### config.mk
export PLATFORM = sky130hd
export DESIGN_NAME = package_power_limit_regs
export DESIGN_NICKNAME = d
export VERILOG_FILES = /design/src/logic/power_limit_pkg.sv /design/src/logic/package_power_limit_regs.sv
export VERILOG_INCLUDE_DIRS = /design/src /design/src/logic
export SDC_FILE = /design/constraint.sdc
export NUM_CORES = 1
export LEC_CHECK = 0
export BUFFER_PORTS_ARGS = -buffer_cell sky130_fd_sc_hd__buf_2
export CAP_MARGIN = 20
export CORE_MARGIN = 2
export CORE_UTILIZATION = 35
export CTS_BUF_LIST = sky130_fd_sc_hd__clkbuf_8
export DETAILED_ROUTE_END_ITERATION = 16
export PLACE_DENSITY = 0.5
export SYNTH_ARGS = -nofsm -noshare
export SYNTH_HDL_FRONTEND = slang
export SYNTH_SLANG_ARGS = --single-unit
### constraint.sdc
create_clock -name clk -period 6.1 [get_ports clk]
set_input_delay 0.61 -clock clk [delete_from_list [all_inputs] [get_ports clk]]
set_output_delay 0.61 -clock clk [all_outputs]
set_load 0.02 [all_outputs]
### src/logic/power_limit_cfg.svh
// Register offsets, unit exponents, reset values and timing counts for the power limit block
`ifndef POWER_LIMIT_CFG_SVH
`define POWER_LIMIT_CFG_SVH

`define OFS_LIMIT 3'h0
`define OFS_ENERGY 3'h1
`define OFS_POLICY 3'h2
`define OFS_THROTTLE 3'h3
`define OFS_RANGE 3'h4

`define PWR_EXP_DEFAULT 4'h3
`define ENERGY_EXP_DEFAULT 5'h10
`define TIME_EXP_DEFAULT 4'ha

`define LIMIT_RESET 64'h0
`define WINDOW2_FIXED 7'h0a

`define CLK_HZ 25000000
`define REFRESH_MS 1
`define REFRESH_CYCLES (`CLK_HZ / 1000 * `REFRESH_MS)

`endif

### src/logic/power_limit_pkg.sv
// Types for the package power limit register block
package power_limit_pkg;
	typedef struct packed {
		logic [31:0] reserved_hi;
		logic [11:0] reserved_mid2;
		logic [3:0] time_unit_exponent;
		logic [2:0] reserved_mid;
		logic [4:0] energy_unit_exponent;
		logic [3:0] reserved_lo;
		logic [3:0] power_unit_exponent;
	} unit_scaling_t;

	typedef struct packed {
		logic lock;
		logic [6:0] reserved_hi;
		logic [1:0] window2_frac;
		logic [4:0] window2_exp;
		logic clamp2;
		logic enable2;
		logic [14:0] limit2;
		logic [7:0] reserved_lo;
		logic [1:0] window1_frac;
		logic [4:0] window1_exp;
		logic clamp1;
		logic enable1;
		logic [14:0] limit1;
	} package_power_limit_t;

	typedef struct packed {
		logic [9:0] reserved_hi;
		logic [5:0] max_window;
		logic reserved_b47;
		logic [14:0] max_power;
		logic reserved_b31;
		logic [14:0] min_power;
		logic reserved_b15;
		logic [14:0] design_power;
	} package_power_range_t;

	typedef struct packed {
		logic read;
		logic write;
		logic unit_sel;
		logic [2:0] offset;
		logic [63:0] wdata;
	} reg_req_t;

	typedef struct packed {
		logic limit1_active;
		logic clamp1_active;
		logic limit2_active;
		logic clamp2_active;
	} limit_status_t;
endpackage : power_limit_pkg

### src/logic/package_power_limit_regs.sv
// Register bank and windowed-average enforcement for the package power domain
`timescale 1ns/1ps
`include "power_limit_cfg.svh"

module package_power_limit_regs
	import power_limit_pkg::*;
#(
	parameter logic [24:0] REFRESH_CYCLES = 25'(`REFRESH_CYCLES),
	parameter logic [14:0] DESIGN_POWER = 15'h0100,
	parameter logic [14:0] MIN_POWER = 15'h0040,
	parameter logic [14:0] MAX_POWER = 15'h0200,
	parameter logic [5:0] MAX_WINDOW = 6'h20
) (
	input wire logic clk,
	input wire logic sys_rst,
	input wire reg_req_t req,
	input wire logic [15:0] energy_sample,
	input wire logic [14:0] power_sample,
	input wire logic below_requested,
	output logic [63:0] rdata,
	output logic rvalid,
	output limit_status_t status
);
	package_power_limit_t limit, next_limit;
	logic [31:0] energy_total, next_energy_total;
	logic [31:0] energy_pending, next_energy_pending;
	logic [31:0] throttle_time, next_throttle_time;
	logic [24:0] refresh_count, next_refresh_count;
	logic [63:0] next_rdata;
	logic next_rvalid;
	limit_status_t next_status;
	logic [24:0] tick_count, next_tick_count;
	logic [39:0] avg1, next_avg1;
	logic [39:0] avg2, next_avg2;
	logic refresh_tick;
	logic time_tick;
	unit_scaling_t units;
	package_power_range_t range;
	logic [4:0] shift1, shift2;
	logic [24:0] time_unit_cycles;
	logic [6:0] window2_fixed;

	always_comb begin
		units = '0;
		units.power_unit_exponent = `PWR_EXP_DEFAULT;
		units.energy_unit_exponent = `ENERGY_EXP_DEFAULT;
		units.time_unit_exponent = `TIME_EXP_DEFAULT;
		range = '0;
		range.design_power = DESIGN_POWER;
		range.min_power = MIN_POWER;
		range.max_power = MAX_POWER;
		range.max_window = MAX_WINDOW;
	end

	// One time unit is one refresh period (1 ms), though the unit register reports 1/2^10 s
	assign time_unit_cycles = REFRESH_CYCLES;
	// Second window is set from window2_fixed on each limit write and is 0 from reset; software writes to it are dropped
	assign window2_fixed = `WINDOW2_FIXED;
	assign refresh_tick = (refresh_count == REFRESH_CYCLES - 25'h1);
	assign time_tick = (tick_count == time_unit_cycles - 25'h1);

	// Register writes and the lock
	always_comb begin
		next_limit = limit;
		if (req.write && !req.unit_sel && req.offset == `OFS_LIMIT && !limit.lock) begin
			next_limit = package_power_limit_t'(req.wdata);
			next_limit.reserved_lo = '0;
			next_limit.reserved_hi = '0;
			next_limit.window2_frac = window2_fixed[6:5];
			next_limit.window2_exp = window2_fixed[4:0];
		end
	end

	// Read mux; unit register ignores writes
	always_comb begin
		next_rdata = 64'h0;
		next_rvalid = req.read;
		if (req.read) begin
			if (req.unit_sel) begin
				next_rdata = 64'(units);
			end else begin
				unique case (req.offset)
					`OFS_LIMIT: next_rdata = 64'(limit);
					`OFS_ENERGY: next_rdata = {32'h0, energy_total};
					`OFS_THROTTLE: next_rdata = {32'h0, throttle_time};
					`OFS_RANGE: next_rdata = 64'(range);
					default: next_rdata = 64'h0;
				endcase
			end
		end
	end

	// Energy accumulates each cycle, published once per refresh period
	always_comb begin
		next_refresh_count = refresh_tick ? 25'h0 : refresh_count + 25'h1;
		next_energy_pending = energy_pending + {16'h0, energy_sample};
		next_energy_total = energy_total;
		if (refresh_tick) begin
			next_energy_total = energy_total + next_energy_pending;
			next_energy_pending = 32'h0;
		end
	end

	// Windowed averages: exponential filter whose time constant is 2^Y time units
	always_comb begin
		next_tick_count = time_tick ? 25'h0 : tick_count + 25'h1;
		shift1 = limit.window1_exp;
		shift2 = limit.window2_exp;
		next_avg1 = avg1;
		next_avg2 = avg2;
		if (time_tick) begin
			next_avg1 = avg1 - (avg1 >> shift1) + ({25'h0, power_sample} >> shift1);
			next_avg2 = avg2 - (avg2 >> shift2) + ({25'h0, power_sample} >> shift2);
		end
		next_status.limit1_active = limit.enable1 && (avg1[14:0] > limit.limit1);
		next_status.limit2_active = limit.enable2 && (avg2[14:0] > limit.limit2);
		next_status.clamp1_active = next_status.limit1_active && limit.clamp1;
		next_status.clamp2_active = next_status.limit2_active && limit.clamp2;
		next_throttle_time = throttle_time;
		if (time_tick && below_requested && (status.limit1_active || status.limit2_active)) begin
			next_throttle_time = throttle_time + 32'h1;
		end
	end

	always_ff @(posedge clk) begin
		if (sys_rst) begin
			limit <= `LIMIT_RESET;
			energy_total <= 32'h0;
			energy_pending <= 32'h0;
			throttle_time <= 32'h0;
			refresh_count <= 25'h0;
			tick_count <= 25'h0;
			avg1 <= 40'h0;
			avg2 <= 40'h0;
			rdata <= 64'h0;
			rvalid <= 1'b0;
			status <= '0;
		end else begin
			limit <= next_limit;
			energy_total <= next_energy_total;
			energy_pending <= next_energy_pending;
			throttle_time <= next_throttle_time;
			refresh_count <= next_refresh_count;
			tick_count <= next_tick_count;
			avg1 <= next_avg1;
			avg2 <= next_avg2;
			rdata <= next_rdata;
			rvalid <= next_rvalid;
			status <= next_status;
		end
	end
endmodule : package_power_limit_regs

==> run summary <==
GLOBAL ROUTING
--------------------------------------------------------------------------------------
Aggregate global routing overflow .......................................            0
Met3 demand-to-capacity share in global routing .........................        3.12%
Maximum number of pins on one net before global-route repair ............           71
Vias in the first global route ..........................................        21300
M2 GR Usage .............................................................        33.8%
Antenna violations before repair ........................................            4
All-Layer GR Usage ......................................................        20.9%
Most utilized layer in the global route result ..........................         met2
Global-route wire length before repair ..................................       118 mm
Met1 usage ..............................................................        29.1%

WORST SETUP PATH
--------------------------------------------------------------------------------------
Depth of the critical timing path with buffers and inverters included ...           20
R2r startpoint .......................................................... shift1[1]$_SDFFE_PP0P_
Reg-to-reg slack, setup .................................................      0.53 ns
Worst Path Arrival ......................................................      6.12 ns
Worst path top cell family by delay ..................................... compound AO/OA/AOI/OAI gates
Most common cell type on the critical path .............................. sky130_fd_sc_hd__a21oi_1
Worst flop-to-flop path endpoint ........................................ avg1[39]$_SDFFE_PP0N_
Worst setup SP type .....................................................    flip-flop
Type of element capturing the critical path .............................    flip-flop
Slowest CP cell ......................................................... sky130_fd_sc_hd__fa_1
Critical Path End ....................................................... avg1[39]$_SDFFE_PP0N_
Critical path fanouts, max ..............................................           66
Buffers plus inverters on the worst setup path ..........................            2
CP Cell Sequence ........................................................ buf_12, mux2_2, nor2_1, a21oi_1, mux2i_1, a21oi_1, nor2_1, a21oi_1, fa_1, inv_1, ha_1, nand4_1, a21oi_1, o41a_1, o21ai_1, a211oi_1, nor2_1, o31a_1, o211ai_1, mux2_2
Required time reported for the critical path endpoint ...................      6.65 ns
Number of cells on the worst reg-to-reg path ............................           20
Startpoint-to-endpoint class of the critical path ....................... flip-flop to flip-flop
Critical path startpoint ................................................ shift1[1]$_SDFFE_PP0P_
Max incr delay on CP ....................................................      0.55 ns

LOGIC SYNTHESIS
--------------------------------------------------------------------------------------
Per-instance average area after synthesis ...............................    7.77 um^2
Fraction of synthesized cell area in xor and xnor cells .................        6.17%
Dominant cells by area after synthesis .................................. sky130_fd_sc_hd__dfxtp_1, sky130_fd_sc_hd__ha_1, sky130_fd_sc_hd__nand2_1
Fraction of the mapped netlist area in compound gates ...................        19.2%
Post-synthesis cell area ................................................   24000 um^2
Post-Synth Simple-Gate Area .............................................        21.9%
Dominant register cell in the synthesized netlist ....................... sky130_fd_sc_hd__dfxtp_1
Share of Yosys cell area claimed by the top area cell type ..............        27.2%
Multiplexer share of the synthesized area ...............................        6.80%
Total number of yosys warnings ..........................................            0
Portion of the post-synthesis area used by sequential elements ..........        27.2%
Top cells by instance count after synthesis ............................. sky130_fd_sc_hd__nand2_1, sky130_fd_sc_hd__dfxtp_1, sky130_fd_sc_hd__a21oi_1, sky130_fd_sc_hd__nor2_1, sky130_fd_sc_hd__ha_1
Number of instances in the synthesized netlist ..........................         3089
Adder-Cell Fraction of Synth Area .......................................        13.4%
Count of distinct cell types in the synthesized netlist .................           79
Count of flip-flops with a built-in enable after synthesis ..............            0
Yosys top cell by area .................................................. sky130_fd_sc_hd__dfxtp_1
Post-synthesis register bit count .......................................          326
Fraction of synthesis flops using an asynchronous set or reset pin ......           0%
Dominant combinational cell family by area after synthesis .............. simple AND/OR/NAND/NOR gates
Cell with the most instances after synthesis ............................ sky130_fd_sc_hd__nand2_1

FLOORPLANNING
--------------------------------------------------------------------------------------
Die span in y ...........................................................       266 um
Starting density of the core ............................................        35.2%
Die footprint ...........................................................   70700 um^2
Standard-cell row count .................................................           96
Area of the core ........................................................   68200 um^2
X dimension of the die ..................................................       266 um
I/O pin count ...........................................................          173

CELLS AND AREA
--------------------------------------------------------------------------------------
Layout overhead on the synthesized area .................................        12.1%
Final net count .........................................................         3524
Fraction of layout instances using a drive strength above 1 .............        10.5%
Flip-flop and latch area ................................................    6530 um^2
Filler cell count .......................................................         7070
Post-route cell area ....................................................   26900 um^2
Area of the multi-input gates ...........................................   16200 um^2
Utilization after layout ................................................        39.4%

DRT
--------------------------------------------------------------------------------------
Antenna-violating nets left .............................................            0
Via count ...............................................................        22100
DR WL/cell ..............................................................      18.3 um
First-pass DRT Iterations ...............................................            6
DRC .....................................................................            0
Via density per instance ................................................         5.37
Routed wire length ......................................................      75.3 mm
DRT iter0 DRCs ..........................................................         1673

CLOCK NETWORK
--------------------------------------------------------------------------------------
Hold Buf Count CTS ......................................................            0
Setup bufs post-CTS .....................................................            0
Maximum level of the CTS H-tree .........................................            3
Clock tree sinks ........................................................          326
Cts bufs inserted .......................................................           69
Cts repair resizes ......................................................            0
Clock slew at the register clock pins of the worst setup and hold paths .      0.06 ns
Clock latency on the worst-skew pair ....................................      0.66 ns
Max Buffers Root-to-Sink ................................................            3
Library cell used as clock root buffer .................................. sky130_fd_sc_hd__clkbuf_8
TritonCTS clock tree ....................................................        built

TIMING
--------------------------------------------------------------------------------------
RSZ-0062 raised after global routing ....................................        false
Final count of pins violating max slew ..................................            0
Worst max-slew margin expressed relative to the limit ...................        30.3%
Total negative setup slack ..............................................         0 ns
Final number of setup-violating endpoints ...............................            0
Shortest clock period the worst path allows after layout ................      5.57 ns
Layout Skew .............................................................    0.0454 ns
Actual transition at the worst max-transition pin .......................      1.04 ns
Final Hold Viols ........................................................            0
Final cycle utilization of the critical path ............................        91.4%
Top achievable clock speed ..............................................    0.179 GHz

OUTCOME
--------------------------------------------------------------------------------------
Status .................................................................. finished, final reports clean

FLOW RUN
--------------------------------------------------------------------------------------
Max cap viols ...........................................................            0

PWR
--------------------------------------------------------------------------------------
Final Total Pwr .........................................................      5880 uW
Static leakage ..........................................................    0.0116 uW
Peak supply drop ........................................................     0.125 mV
P per Cell Area .........................................................  219 nW/um^2

PLACEMENT
--------------------------------------------------------------------------------------
Detailed placement HPWL .................................................      56.8 mm
Routability congestion estimate from global placement ...................        0.911
Area post-placement .....................................................   25500 um^2
Port-buffer cells .......................................................          139

HOLD PATH
--------------------------------------------------------------------------------------
Path type of the worst min-delay path ................................... input port to flip-flop

[metrics by stage]
stage,worst slack (ns),hold slack [ns],instances
6_report,0.526,0.182,4114
5_1_grt,0.193,0.157,4114
4_1_cts,0.307,0.125,4112
3_5_place_dp,0.345,0.434,3993
3_3_place_gp,0.341,0.428,3993
2_1_floorplan,1.06,0.418,3099
[flip-flops by register name (all words and copies together) (netlist names)]
| register | count |
|---|---|
| status | 4 |
| refresh_count | 25 |
| limit | 37 |
| tick_count | 25 |
| energy_pending | 32 |
| avg2 | 40 |
| shift2 | 1 |
| shift1 | 5 |
| avg1 | 40 |
| rdata | 52 |
| energy_total | 32 |
| rvalid | 1 |
| throttle_time | 32 |
[worst register-to-register path: stages, from the launching register on]
cell                       delay [ns]
sky130_fd_sc_hd__dfxtp_2         0.34
sky130_fd_sc_hd__buf_12          0.29
sky130_fd_sc_hd__mux2_2          0.49
sky130_fd_sc_hd__nor2_1          0.10
sky130_fd_sc_hd__a21oi_1         0.06
sky130_fd_sc_hd__mux2i_1         0.34
sky130_fd_sc_hd__a21oi_1         0.16
sky130_fd_sc_hd__nor2_1          0.16
sky130_fd_sc_hd__a21oi_1         0.09
sky130_fd_sc_hd__fa_1            0.55
sky130_fd_sc_hd__inv_1           0.05
sky130_fd_sc_hd__ha_1            0.38
sky130_fd_sc_hd__nand4_1         0.18
sky130_fd_sc_hd__a21oi_1         0.16
sky130_fd_sc_hd__o41a_1          0.28
sky130_fd_sc_hd__o21ai_1         0.19
sky130_fd_sc_hd__a211oi_1        0.50
sky130_fd_sc_hd__nor2_1          0.22
sky130_fd_sc_hd__o31a_1          0.36
sky130_fd_sc_hd__o211ai_1        0.21
sky130_fd_sc_hd__mux2_2          0.36
[how the worst min path moves through the flow]
stage                                  endpoint  depth (start not counted)  slack [ns]                   startpoint
floorplan           refresh_count[0]$_SDFF_PP0_                          1        0.42  refresh_count[0]$_SDFF_PP0_
global placement    refresh_count[0]$_SDFF_PP0_                          1        0.43  refresh_count[0]$_SDFF_PP0_
detailed placement     tick_count[0]$_SDFF_PP0_                          1        0.43     tick_count[0]$_SDFF_PP0_
CTS                      limit[48]$_SDFFE_PP0P_                          3        0.13                      req[48]
global route             limit[48]$_SDFFE_PP0P_                          3        0.16                      req[48]
finish                   limit[33]$_SDFFE_PP0P_                          3        0.18                      req[33]
[report_power, final]
part | switching, uW | internal, uW | total (uW)
clock network | 1070 | 1340 | 2410
registers | 25.3 | 2180 | 2210
logic | 747 | 514 | 1260
[layout make-up]
cell class                 count  area share, %
tap                          882           4.10
inverter                     167           2.33
clock inverter                35          0.949
multi-input combinational   2444           60.4
sequential                   326           24.3
clock buffer                  84           4.30
timing repair buffer         174           3.63
antenna                        2         0.0186
[routing by layer]
layer	vias up	part of all wire [%]
li1	11000	-
met5	-	0.035
met1	10500	48
met2	546	45
met3	103	4.9
met4	4	2.0
[kinds of logic (layout without fill, tap and decap cells)]
logic type      count (synthesis)  after routing
compound gates                752            752
xor+xnor                      169            169
fa+ha+maj                     238            238
buf+inv                       329            460
flops                         326            326
mux                           132            132
other cells                     1             13
simple gates                 1142           1142
[layout by cell type, fill, tap and decap left out, types with 12 or more instances in the layout]
cell / instances
sky130_fd_sc_hd__a211oi_1: 41
sky130_fd_sc_hd__a21o_1: 86
sky130_fd_sc_hd__a21oi_1: 316
sky130_fd_sc_hd__a31oi_1: 18
sky130_fd_sc_hd__and2_1: 45
sky130_fd_sc_hd__and3_1: 51
sky130_fd_sc_hd__buf_2: 138
sky130_fd_sc_hd__buf_4: 34
sky130_fd_sc_hd__clkbuf_8: 84
sky130_fd_sc_hd__dfxtp_1: 322
sky130_fd_sc_hd__fa_1: 32
sky130_fd_sc_hd__ha_1: 206
sky130_fd_sc_hd__inv_1: 184
sky130_fd_sc_hd__mux2i_1: 100
sky130_fd_sc_hd__mux4_2: 24
sky130_fd_sc_hd__nand2_1: 471
sky130_fd_sc_hd__nand2b_1: 31
sky130_fd_sc_hd__nand3_1: 78
sky130_fd_sc_hd__nand4_1: 36
sky130_fd_sc_hd__nor2_1: 266
sky130_fd_sc_hd__nor2b_1: 17
sky130_fd_sc_hd__nor3_1: 56
sky130_fd_sc_hd__nor4_1: 12
sky130_fd_sc_hd__o211ai_1: 21
sky130_fd_sc_hd__o21a_1: 23
sky130_fd_sc_hd__o21ai_0: 130
sky130_fd_sc_hd__o21bai_1: 20
sky130_fd_sc_hd__or3_1: 18
sky130_fd_sc_hd__xnor2_1: 86
sky130_fd_sc_hd__xor2_1: 83
(Power assumes the default switching activity.)
